`src/shared/hdt_cfg.svh`:
```
`ifndef HDT_CFG_SVH
`define HDT_CFG_SVH
`define HDT_OFF_TOTAL_ACTIVE 16'h8330
`define HDT_OFF_BLANK_WINDOW 16'h8334
`define HDT_OFF_SYNC_WINDOW  16'h8338
`define HDT_ADDR_MSB         15
`define HDT_HI_MSB           26
`define HDT_HI_LSB           19
`define HDT_LO_MSB           10
`define HDT_LO_LSB           3
`define HDT_RESP_OKAY        2'h0
`define HDT_RESP_SLVERR      2'h2
`define HDT_PIX_PER_CHAR     4'h8
`endif

```
`src/shared/hdt_pkg.sv`:
```
package hdt_pkg;
	typedef enum logic [2:0]
	{
		HDT_RD_IDLE = 3'b001,
		HDT_RD_RESP = 3'b010,
		HDT_RD_HOLD = 3'b100
	} hdt_rd_state_t;
	typedef logic [7:0] hdt_char_t;
endpackage

```
`src/hdl/hdt_horizontal_timing.sv`:
```
// Operation
// - Active width in characters minus one comes from bits 10:3; bits 2:0 ignored.
// - Active width only in steps of eight pixels.
// - One active and one total setting drive both CRT and panel outputs.
// - Blank end taken from bits 26:19 of blank register; 18:16 ignored.
// - Blank end only on eight-pixel boundaries.
// - Blank start taken from bits 10:3 of blank register; 2:0 ignored.
// - Blank start only on eight-pixel boundaries.
// - Sync end taken from bits 26:19 of sync register; 18:16 ignored.
// - Sync end only on eight-pixel boundaries.
// - Line total in characters minus one from bits 26:19 of first register.
// - One character clock is eight pixels; all counts in characters.
`timescale 1ns/1ns
`include "hdt_cfg.svh"
module hdt_horizontal_timing
	import hdt_pkg::*;
#(
	parameter int PIX_PER_CHAR = `HDT_PIX_PER_CHAR
)
(
	input  wire logic        aclk,
	input  wire logic        aresetn,
	input  wire logic        pixel_en,
	input  wire logic [15:0] s_axi_awaddr,
	input  wire logic        s_axi_awvalid,
	output logic             s_axi_awready,
	input  wire logic [31:0] s_axi_wdata,
	input  wire logic [3:0]  s_axi_wstrb,
	input  wire logic        s_axi_wvalid,
	output logic             s_axi_wready,
	output logic [1:0]       s_axi_bresp,
	output logic             s_axi_bvalid,
	input  wire logic        s_axi_bready,
	input  wire logic [15:0] s_axi_araddr,
	input  wire logic        s_axi_arvalid,
	output logic             s_axi_arready,
	output logic [31:0]      s_axi_rdata,
	output logic [1:0]       s_axi_rresp,
	output logic             s_axi_rvalid,
	input  wire logic        s_axi_rready,
	output logic [7:0]       char_count,
	output logic             line_start,
	output logic             active_video,
	output logic             blank_out,
	output logic             crt_hsync,
	output logic             panel_active
);
	// Sync start comes from bits 10:3 of the sync register, held in sync_begin_pos.
	localparam int SYNC_BEGIN_LSB = `HDT_LO_LSB;

	logic [31:0]   horiz_total_active;
	logic [31:0]   horiz_blank_window;
	logic [31:0]   horiz_sync_window;
	logic [15:0]   aw_addr;
	logic          aw_held;
	logic [31:0]   w_data;
	logic [3:0]    w_strb;
	logic          w_held;
	logic [15:0]   ar_addr;
	hdt_rd_state_t rd_state;
	hdt_char_t     pix_phase;
	logic          char_en;
	hdt_char_t     count;
	hdt_char_t     total_pos;
	hdt_char_t     active_pos;
	hdt_char_t     blank_begin_pos;
	hdt_char_t     blank_stop_pos;
	hdt_char_t     sync_begin_pos;
	hdt_char_t     sync_stop_pos;
	hdt_char_t     next_count;
	logic          wr_fire;
	logic          next_blank;
	logic          next_hsync;

	// One-hot select of the three timing registers; none set means unmapped
	function automatic logic [2:0] hdt_reg_sel(input logic [15:0] a);
		hdt_reg_sel = {a == `HDT_OFF_SYNC_WINDOW, a == `HDT_OFF_BLANK_WINDOW, a == `HDT_OFF_TOTAL_ACTIVE};
	endfunction

	function automatic logic hdt_addr_ok(input logic [15:0] a);
		hdt_addr_ok = |hdt_reg_sel(a);
	endfunction

	function automatic logic [31:0] hdt_merge(input logic [31:0] old, input logic [31:0] d,
		input logic [3:0] s);
		logic [31:0] r;
		r = old;
		for (int i = 0; i < 4; i++)
		begin
			if (s[i])
				r[i*8 +: 8] = d[i*8 +: 8];
		end
		hdt_merge = r;
	endfunction

	// Character fields: the low three pixel bits are never stored in the compare
	function automatic hdt_char_t hdt_hi(input logic [31:0] r);
		hdt_hi = r[`HDT_HI_MSB:`HDT_HI_LSB];
	endfunction

	function automatic hdt_char_t hdt_lo(input logic [31:0] r);
		hdt_lo = r[`HDT_LO_MSB:`HDT_LO_LSB];
	endfunction

	// Write address and data accepted in either order
	// Latched a cycle before ready; safe since valid must hold till then
	always_ff @(posedge aclk)
	begin
		if (!aresetn)
		begin
			aw_held       <= 1'b0;
			aw_addr       <= 16'h0000;
			s_axi_awready <= 1'b0;
		end
		else
		begin
			s_axi_awready <= 1'b0;
			if (s_axi_bvalid && s_axi_bready)
				aw_held <= 1'b0;
			else if (s_axi_awvalid && !aw_held && !s_axi_awready)
			begin
				aw_held       <= 1'b1;
				aw_addr       <= s_axi_awaddr;
				s_axi_awready <= 1'b1;
			end
		end
	end

	always_ff @(posedge aclk)
	begin
		if (!aresetn)
		begin
			w_held       <= 1'b0;
			w_data       <= 32'h00000000;
			w_strb       <= 4'h0;
			s_axi_wready <= 1'b0;
		end
		else
		begin
			s_axi_wready <= 1'b0;
			if (s_axi_bvalid && s_axi_bready)
				w_held <= 1'b0;
			else if (s_axi_wvalid && !w_held && !s_axi_wready)
			begin
				w_held       <= 1'b1;
				w_data       <= s_axi_wdata;
				w_strb       <= s_axi_wstrb;
				s_axi_wready <= 1'b1;
			end
		end
	end

	// Both halves held and no response pending
	assign wr_fire = aw_held && w_held && !s_axi_bvalid;

	// Registers come up zero; their true reset value is undefined
	always_ff @(posedge aclk)
	begin
		if (!aresetn)
		begin
			horiz_total_active <= 32'h00000000;
			horiz_blank_window <= 32'h00000000;
			horiz_sync_window  <= 32'h00000000;
		end
		else if (wr_fire)
		begin
			unique case (aw_addr)
				`HDT_OFF_TOTAL_ACTIVE: horiz_total_active <= hdt_merge(horiz_total_active, w_data, w_strb);
				`HDT_OFF_BLANK_WINDOW: horiz_blank_window <= hdt_merge(horiz_blank_window, w_data, w_strb);
				`HDT_OFF_SYNC_WINDOW:  horiz_sync_window  <= hdt_merge(horiz_sync_window, w_data, w_strb);
				default: ;
			endcase
		end
	end

	// Write response follows both halves
	always_ff @(posedge aclk)
	begin
		if (!aresetn)
		begin
			s_axi_bvalid <= 1'b0;
			s_axi_bresp  <= `HDT_RESP_OKAY;
		end
		else if (s_axi_bvalid)
		begin
			if (s_axi_bready)
				s_axi_bvalid <= 1'b0;
		end
		else if (wr_fire)
		begin
			s_axi_bvalid <= 1'b1;
			s_axi_bresp  <= hdt_addr_ok(aw_addr) ? `HDT_RESP_OKAY : `HDT_RESP_SLVERR;
		end
	end

	// Read channel
	// Unmapped reads return the live count, useful when bringing up timing
	always_ff @(posedge aclk)
	begin
		if (!aresetn)
		begin
			rd_state      <= HDT_RD_IDLE;
			ar_addr       <= 16'h0000;
			s_axi_arready <= 1'b0;
			s_axi_rvalid  <= 1'b0;
			s_axi_rdata   <= 32'h00000000;
			s_axi_rresp   <= `HDT_RESP_OKAY;
		end
		else
		begin
			s_axi_arready <= 1'b0;
			unique case (rd_state)
				HDT_RD_IDLE:
				begin
					if (s_axi_arvalid)
					begin
						ar_addr       <= s_axi_araddr;
						s_axi_arready <= 1'b1;
						rd_state      <= HDT_RD_RESP;
					end
				end
				HDT_RD_RESP:
				begin
					s_axi_rvalid <= 1'b1;
					s_axi_rresp  <= hdt_addr_ok(ar_addr) ? `HDT_RESP_OKAY : `HDT_RESP_SLVERR;
					unique case (ar_addr)
						`HDT_OFF_TOTAL_ACTIVE: s_axi_rdata <= horiz_total_active;
						`HDT_OFF_BLANK_WINDOW: s_axi_rdata <= horiz_blank_window;
						`HDT_OFF_SYNC_WINDOW:  s_axi_rdata <= horiz_sync_window;
						default:               s_axi_rdata <= {24'h000000, count};
					endcase
					rd_state <= HDT_RD_HOLD;
				end
				HDT_RD_HOLD:
				begin
					if (s_axi_rready)
					begin
						s_axi_rvalid <= 1'b0;
						rd_state     <= HDT_RD_IDLE;
					end
				end
				default: rd_state <= HDT_RD_IDLE;
			endcase
		end
	end

	assign total_pos       = hdt_hi(horiz_total_active);
	assign active_pos      = hdt_lo(horiz_total_active);
	assign blank_stop_pos  = hdt_hi(horiz_blank_window);
	assign blank_begin_pos = hdt_lo(horiz_blank_window);
	assign sync_stop_pos   = hdt_hi(horiz_sync_window);
	assign sync_begin_pos  = horiz_sync_window[`HDT_LO_MSB:SYNC_BEGIN_LSB];

	// Pixel enable divided by eight gives the character clock
	always_ff @(posedge aclk)
	begin
		if (!aresetn)
			pix_phase <= 8'h00;
		else if (char_en)
			pix_phase <= 8'h00;
		else if (pixel_en)
			pix_phase <= pix_phase + 8'h01;
	end

	assign char_en    = pixel_en && (pix_phase == hdt_char_t'(PIX_PER_CHAR - 1));
	assign next_count = (count >= total_pos) ? 8'h00 : count + 8'h01;

	always_ff @(posedge aclk)
	begin
		if (!aresetn)
			count <= 8'h00;
		else if (char_en)
			count <= next_count;
	end

	// Outputs registered from the counter; compares are on count just updated
	always_ff @(posedge aclk)
	begin
		if (!aresetn)
		begin
			char_count <= 8'h00;
			line_start <= 1'b0;
		end
		else
		begin
			line_start <= char_en && (next_count == 8'h00);
			if (char_en)
				char_count <= next_count;
		end
	end

	// Both displays follow one active compare
	always_ff @(posedge aclk)
	begin
		if (!aresetn)
		begin
			active_video <= 1'b0;
			panel_active <= 1'b0;
		end
		else if (char_en)
		begin
			active_video <= (next_count <= active_pos);
			panel_active <= (next_count <= active_pos);
		end
	end

	// Set wins when start and end compares hit together
	always_comb
	begin
		next_blank = blank_out;
		if (next_count == blank_begin_pos)
			next_blank = 1'b1;
		else if (next_count == blank_stop_pos)
			next_blank = 1'b0;
	end

	always_comb
	begin
		next_hsync = crt_hsync;
		if (next_count == sync_begin_pos)
			next_hsync = 1'b1;
		else if (next_count == sync_stop_pos)
			next_hsync = 1'b0;
	end

	// Window held across wrap; equal start and end leaves it set
	always_ff @(posedge aclk)
	begin
		if (!aresetn)
			blank_out <= 1'b0;
		else if (char_en)
			blank_out <= next_blank;
	end

	always_ff @(posedge aclk)
	begin
		if (!aresetn)
			crt_hsync <= 1'b0;
		else if (char_en)
			crt_hsync <= next_hsync;
	end
endmodule

```
`config.mk`:
```
export PLATFORM = sky130hd
export DESIGN_NAME = hdt_horizontal_timing
export DESIGN_NICKNAME = d
export VERILOG_FILES = /design/src/shared/hdt_pkg.sv /design/src/hdl/hdt_horizontal_timing.sv
export VERILOG_INCLUDE_DIRS = /design/src /design/src/shared
export SDC_FILE = /design/constraint.sdc
export NUM_CORES = 1
export LEC_CHECK = 0
export CORE_MARGIN = 2
export CORE_UTILIZATION = 56
export CTS_BUF_LIST = sky130_fd_sc_hd__clkbuf_8 sky130_fd_sc_hd__clkbuf_16
export DETAILED_ROUTE_END_ITERATION = 16
export DONT_BUFFER_PORTS = 1
export PLACE_DENSITY = 0.71
export SETUP_SLACK_MARGIN = 0.2
export SLEW_MARGIN = 30
export SYNTH_ARGS = -nofsm -noshare
export SYNTH_HDL_FRONTEND = slang
export SYNTH_SLANG_ARGS = --single-unit
export TNS_END_PERCENT = 20
```
`constraint.sdc`:
```
create_clock -name aclk -period 6.7 [get_ports aclk]
set_input_delay 0.67 -clock aclk [delete_from_list [all_inputs] [get_ports aclk]]
set_output_delay 0.67 -clock aclk [all_outputs]
set_load 0.005 [all_outputs]
```
==> flow_summary.ini, run 1 <==
[status]
status = completed

[sta]
min_period_ns = 3.30
max_freq_mhz = 303
tightest_slew_ns = 0.960
drv_slew = 0
rsz0062_at_grt = false
maxSlewHeadroom_pct = 35.5
post-route-period-util_pct = 49.3
finalSetupTns_ns = 0
holdWs_ns = 0.264
finalClockSkew_ns = 0.0188
setup_viol = 0
hold_viol = 0

[routing]
wl_met1_um = 11900
wl_um = 26400
ant_nets = 0
remaining_drc_errors = 0
dr_wl_met2_um = 12100
wl_per_cell_um = 18.3
drtPass1Iterations = 5
vias = 8349
viasPerCell = 5.78
top_layer_used = met4
first_iter_violations = 558
met3_wirelength_um = 1750

[final_layout]
syn2layout_area_growth_pct = 8.25
final_nets = 1285
drive_gt1_share_pct = 6.37
instances_no_fill = 1444
utilization_pct = 62.0

[cts]
cts.repair.resized = 0
clkLatencyLatePin_ns = 0.53
cts_root_buf = clkbuf_16
clk_pin_slew_ns = 0.06
clkSinkCount = 228
cts_hold_buffers = 0
cts_tree = built
numCtsBuffers = 25
cts-htree-levels = 1
clockBufferDepth = 3
post_cts_buffers = 0

[synthesis]
synth_cell_types = 69
netlist_area_sq_um = 10700
synthFlopType = dfxtp_1
yosysWarningCount = 0
syn_inst = 1235
synth_area_per_cell_sq_um = 8.67
async_reset_ff_share_pct = 0
synth_edf_count = 0
synth_seq_cells = 228
yosysSeqAreaShare_pct = 42.6

[floorplanning]
core_area_sq_um = 18700
die_area_sq_um = 20200
fp.dieW_um = 142
row_count = 50
die_h_um = 142
start_util_pct = 57.3
io_pins = 130

[setup_path]
crit_required_ns = 7.13
slowest_delay_ns = 0.75
critPathKind = flop to flop
cp_max_fo = 17
critPathLaunchType = flop
path_cells = inv_1, ha_1, nand2b_1, a21o_1, and3_4, nor3_1, inv_1, ha_1, nor2b_1, o21ai_0, nand2b_1, a21oi_1, o21ai_0, o211ai_1, o211a_1
worstPathArrival_ns = 3.73
end_kind = flop
slowest_stage = dfxtp_1

[flow_run]
drv_cap = 0

[power]
vdd_drop_max_mv = 0.210
p_leak_nw = 3.95
power_density_nw_per_um2 = 250

[global_routing]
overflow = 0
grt_use_total_pct = 25.8
grt_max_degree = 224
grt_pass1_wl_um = 42000
antenna_found_initial = 1
grt_pass1_vias = 7953

[placement]
dp_cells = 1398
finalWeightedCongestion = 0.901
hpwl_um = 17700
io_buffer_count = 0

[min_path]
hold_path_class = primary input to flop
-- path summary, 6_finish.rpt --
check	start	end	slack, ns	cells after the start
worst max register to register	char_count[0]	panel_active	3.40	15
worst max-delay path	char_count[0]	panel_active	3.40	15
worst min register to register	aw_addr[8]	aw_addr[8]	0.46	2
worst min-delay path	aresetn	char_count[4]	0.26	1
-- cells in the final DEF (no fill, tap or decap), types with 4 or more instances in the layout --
master	Yosys	final
a21boi_0	130	130
a21o_1	6	6
a21oi_1	19	19
a221oi_1	8	8
a22o_1	6	6
and2_1	14	14
buf_4	4	8
clkbuf_16	0	25
clkbuf_8	0	4
clkinv_2	0	10
dfxtp_1	228	227
ha_1	18	18
inv_1	24	27
mux2i_1	92	92
nand2_1	259	259
nand2b_1	7	7
nand3_1	35	35
nand4_1	7	7
nor2_1	27	25
nor2_2	2	4
nor2_8	4	4
nor2b_1	70	69
nor3_1	10	9
nor3b_1	5	5
nor4_1	6	6
nor4_4	4	4
o21ai_0	81	81
or2_2	4	4
or3_1	6	6
or4_1	4	4
xnor2_1	17	17
xor2_1	9	9
-- logic make-up after synthesis --
logic type               Yosys count  share of synthesized area (%)
AND/OR/NAND/NOR                  484                           22.9
AO/OA/AOI/OAI                    282                           17.8
flip-flops                       228                           42.6
buffers and inverters            104                           3.88
multiplexers                      92                           8.60
XOR/XNOR                          26                           2.13
adder cells (fa/ha/maj)           18                           2.10
other                              1                         0.0350
-- cell usage after synthesis, types with 3 or more instances --
cell type	count	area, sq um
or2_2	4	25.0
a21boi_0	130	976
nor3b_1	5	37.5
nor2_1	27	101
a22o_1	6	52.6
o21a_1	3	22.5
and2_1	14	87.6
xnor2_1	17	149
clkbuf_1	71	267
nor3_1	10	50.1
nor2b_1	70	438
a221oi_1	8	70.1
nand4_1	7	43.8
nor4_1	6	37.5
nand2_1	259	972
or4_1	4	30.0
nand2b_1	7	43.8
a21oi_1	19	95.1
or3_1	6	37.5
nor2_8	4	80.1
o21ai_0	81	405
buf_4	4	30.0
ha_1	18	225
a31oi_1	3	18.8
mux2i_1	92	921
a21boi_1	3	22.5
dfxtp_1	228	4560
and3_1	3	18.8
inv_1	24	90.1
nand3_1	35	175
nor4b_1	3	26.3
a21o_1	6	45.0
xor2_1	9	78.8
nor4_4	4	85.1
-- flip-flops by register name, indices dropped and copies added, names as in the netlist, 3 cells and up --
register            cells
horiz_sync_window      32
s_axi_rdata            32
horiz_blank_window     32
w_data                 32
pix_phase               8
ar_addr                16
aw_addr                16
char_count              8
rd_state                3
horiz_total_active     32
w_strb                  4
-- area by class of cell --
cell class / count / area (sq um)
tap: 234 / 293
multi-input combinational: 904 / 5760
sequential: 228 / 4570
fill: 1672 / 7110
antenna: 1 / 2.50
inverter: 24 / 90.1
timing repair buffer: 8 / 60.1
clock inverter: 16 / 141
clock buffer: 29 / 681
-- metrics by stage --
step | setup slack [ns] | area, sq um | total power [mW]
2_1_floorplan | 3.66 | 10700 | 1.55
3_3_place_gp | 3.57 | 10800 | 1.57
3_5_place_dp | 3.41 | 10800 | 1.57
4_1_cts | 3.41 | 11600 | 2.92
5_1_grt | 3.13 | 11600 | 3.00
6_report | 3.40 | 11600 | 2.90
-- power breakdown --
group          total [mW]  switching (mW)  leakage [nW]  internal (mW)
combinational       0.118          0.0688          1.67         0.0497
sequential           1.42          0.0304          1.85           1.39
clock                1.36           0.556         0.430          0.804
total                2.90           0.655          3.95           2.24
-- critical path: cells and delay by family (launching register included) --
kind,cells,cell delay (ns)
fa+ha+maj,2,0.49
flops,1,0.75
simple gates,5,0.97
compound gates,6,0.80
buf+inv,2,0.19
-- routing by layer --
layer	vias to the layer above	global-route usage [%]
li1	4152	-
met3	42	6.29
met1	3936	33.8
met5	-	0
met4	0	7.76
met2	219	42.5
(Power assumes the default switching activity.)
==> run 2, diff against run 1 <==
--- a/config.mk
+++ b/config.mk
@@ -6,12 +6,13 @@
 export SDC_FILE = /design/constraint.sdc
 export NUM_CORES = 1
 export LEC_CHECK = 0
+export ABC_AREA = 1
 export CORE_MARGIN = 2
 export CORE_UTILIZATION = 56
 export CTS_BUF_LIST = sky130_fd_sc_hd__clkbuf_8 sky130_fd_sc_hd__clkbuf_16
 export DETAILED_ROUTE_END_ITERATION = 16
 export DONT_BUFFER_PORTS = 1
-export PLACE_DENSITY = 0.71
+export PLACE_DENSITY = 0.74
 export SETUP_SLACK_MARGIN = 0.2
 export SLEW_MARGIN = 30
 export SYNTH_ARGS = -nofsm -noshare
==> constraint.sdc (replaced) <==
create_clock -name aclk -period 2.9 [get_ports aclk]
set_input_delay 0.29 -clock aclk [delete_from_list [all_inputs] [get_ports aclk]]
set_output_delay 0.29 -clock aclk [all_outputs]
set_load 0.005 [all_outputs]
==> flow_summary.ini, run 2 <==
[floorplanning]
row_count = 48
core_area_sq_um = 17200
io_pins = 130
start_util_pct = 57.1
die_area_sq_um = 18600
die_h_um = 137
fp.dieW_um = 137

[placement]
placed_cell_area_sq_um = 10000
io_buffer_count = 0
finalWeightedCongestion = 0.971
hpwl_um = 17900

[sta]
hold_viol = 1
tightest_slew_ns = 0.670
maxSlewHeadroom_pct = 55.3
finalSetupTns_ns = 0
rsz0062_at_grt = false
post-route-period-util_pct = 82.3
finalClockSkew_ns = 0.0172
max_freq_mhz = 419
setup_viol = 0
holdWs_ns = -0.00310
drv_slew = 0
min_period_ns = 2.39

[power]
intPower_mw = 5.33
seqPwrFrac_pct = 48.1
pwr-share-clk_pct = 45.8
vdd_drop_max_mv = 0.720
power_switching_mw = 1.55
p_leak_nw = 4.47
power_mw = 6.88
switching_share_pct = 22.6
power_density_nw_per_um2 = 601
comb_power_share_pct = 6.1

[setup_path]
critPathLaunchType = flop
critPathKind = flop to flop
path_cells = inv_1, ha_1, nand2_1, nor2_1, nor2_1, nand2_1, nand2_1, nand2_1, nor2_1, ha_1, nand2_1, nor2_1, nand2_1, o211ai_1, a31oi_1
worstPathArrival_ns = 2.82
crit_path_frequent_cell = nand2_1
crit_required_ns = 3.34
slowest_stage = dfxtp_1
end_kind = flop
slowest_delay_ns = 0.33
cp_max_fo = 11

[global_routing]
overflow = 0
antenna_found_initial = 1
grt_use_total_pct = 29.4
grt_max_degree = 129
grt_pass1_wl_um = 43600
grt_pass1_vias = 8450

[synthesis]
syn_inst = 1324
yosys.area.top_type = dfxtp_1
synth_area_per_cell_sq_um = 7.43
synthFlopType = dfxtp_1
yosysSeqAreaShare_pct = 46.4
yosys-top-cells-area = dfxtp_1 (46%), nand2_1 (8.6%), a21oi_1 (7.8%)
synth_edf_count = 0
synth_top_area_share_pct = 46.4
yosysWarningCount = 0
netlist_area_sq_um = 9840
synth_most_common_cell = dfxtp_1
synth_seq_cells = 228
async_reset_ff_share_pct = 0
synth_cell_types = 39
ys_top_cells_by_count = dfxtp_1 (228), nand2_1 (226), a21oi_1 (154)

[routing]
vias = 8889
wl_um = 27500
drtPass1Iterations = 5
wl_per_cell_um = 17.1
ant_nets = 0
viasPerCell = 5.51
first_iter_violations = 693
remaining_drc_errors = 0

[cts]
clkLatencyLatePin_ns = 0.51
cts-htree-levels = 1
cts_root_buf = clkbuf_16
clockBufferDepth = 3
clkSinkCount = 228
cts_hold_buffers = 58
cts_tree = built
cts.repair.resized = 0
post_cts_buffers = 0
clk_pin_slew_ns = 0.06
numCtsBuffers = 23

[final_layout]
drive_gt1_share_pct = 6.78
final_common_cell = dfxtp_1
final_cell_mix = dfxtp_1 (228), nand2_1 (226), a21oi_1 (154)
utilization_pct = 66.5
fin_area_sq_um = 11500
final_nets = 1465
syn2layout_area_growth_pct = 16.5
num_antenna_cells = 0

[flow_run]
drv_cap = 0

[status]
violations = hold timing
status = finished with violations

[min_path]
hold_path_class = primary input to flop
[run 2: cell count changes after synthesis, moves of 16 or more]
cell	change
a21oi_1	+135
a21boi_0	-130
inv_1	+120
nor2_1	+118
mux2i_1	-91
o21ai_0	+72
nor2b_1	-70
nand2_1	-33
a211oi_1	+31
clkbuf_1	-27
nand3_1	+18
xnor2_1	-16
[run 2: path summary, 6_finish.rpt]
path / from / to / slack [ns] / cells past startpoint
setup / recovery: horiz_total_active[22] / panel_active / 0.51 / 15
hold / removal: s_axi_wdata[13] / w_data[13] / -0.003 / 2
setup reg to reg: horiz_total_active[22] / panel_active / 0.51 / 15
hold reg to reg: horiz_sync_window[29] / horiz_sync_window[29] / 0.45 / 2
[run 2: cell type report]
cell class	instances	area [sq um]
clock buffer	32	699
clock inverter	9	116
fill	1463	5780
inverter	149	562
multi-input combinational	882	4420
sequential	228	4560
tap	225	282
timing repair buffer	87	818
[run 2: kinds of logic (layout without fill, tap and decap cells)]
| kind of cell | count (synthesis) | after routing | share of synthesized area, % |
|---|---|---|---|
| adder cells (fa/ha/maj) | 18 | 18 | 2.29 |
| AO/OA/AOI/OAI | 364 | 364 | 19.9 |
| AND/OR/NAND/NOR | 484 | 484 | 21.4 |
| flip-flops | 228 | 228 | 46.4 |
| buffers and inverters | 215 | 277 | 8.76 |
| other | 1 | 2 | 0.0381 |
| multiplexers | 1 | 1 | 0.102 |
| XOR/XNOR | 13 | 13 | 1.16 |
[run 2: power by group through the flow]
stage                     combinational [mW]  clock (mW)  sequential, mW
after global routing                   0.472        3.31            3.32
after global placement                 0.310           0            3.37
final                                  0.422        3.15            3.31
after CTS                              0.409        3.17            3.31
after floorplan                        0.265           0            3.36
after detailed placement               0.317           0            3.38
[run 2: worst max-delay path, delay by kind of cell (launching register included)]
family / cells / cell delay (ns)
AND/OR/NAND/NOR: 10 / 1.16
adder cells (fa/ha/maj): 2 / 0.57
flip-flops: 1 / 0.33
buffers and inverters: 1 / 0.06
AO/OA/AOI/OAI: 2 / 0.21
[run 2: per-stage QoR]
stage | setup slack, ns | std cells
after floorplan | 0.593 | 1325
after global placement | 0.606 | 1512
after detailed placement | 0.533 | 1512
after CTS | 0.521 | 1611
after global routing | 0.208 | 1612
final | 0.512 | 1612
[run 2: routing by layer]
layer / vias to the layer above / wire length, um / global-route usage [%]
met5: - / 0 / 0
met4: 0 / 641 / 8.04
met3: 51 / 1960 / 5.44
met2: 289 / 13100 / 50.1
met1: 4074 / 11800 / 38.1
li1: 4475 / - / -
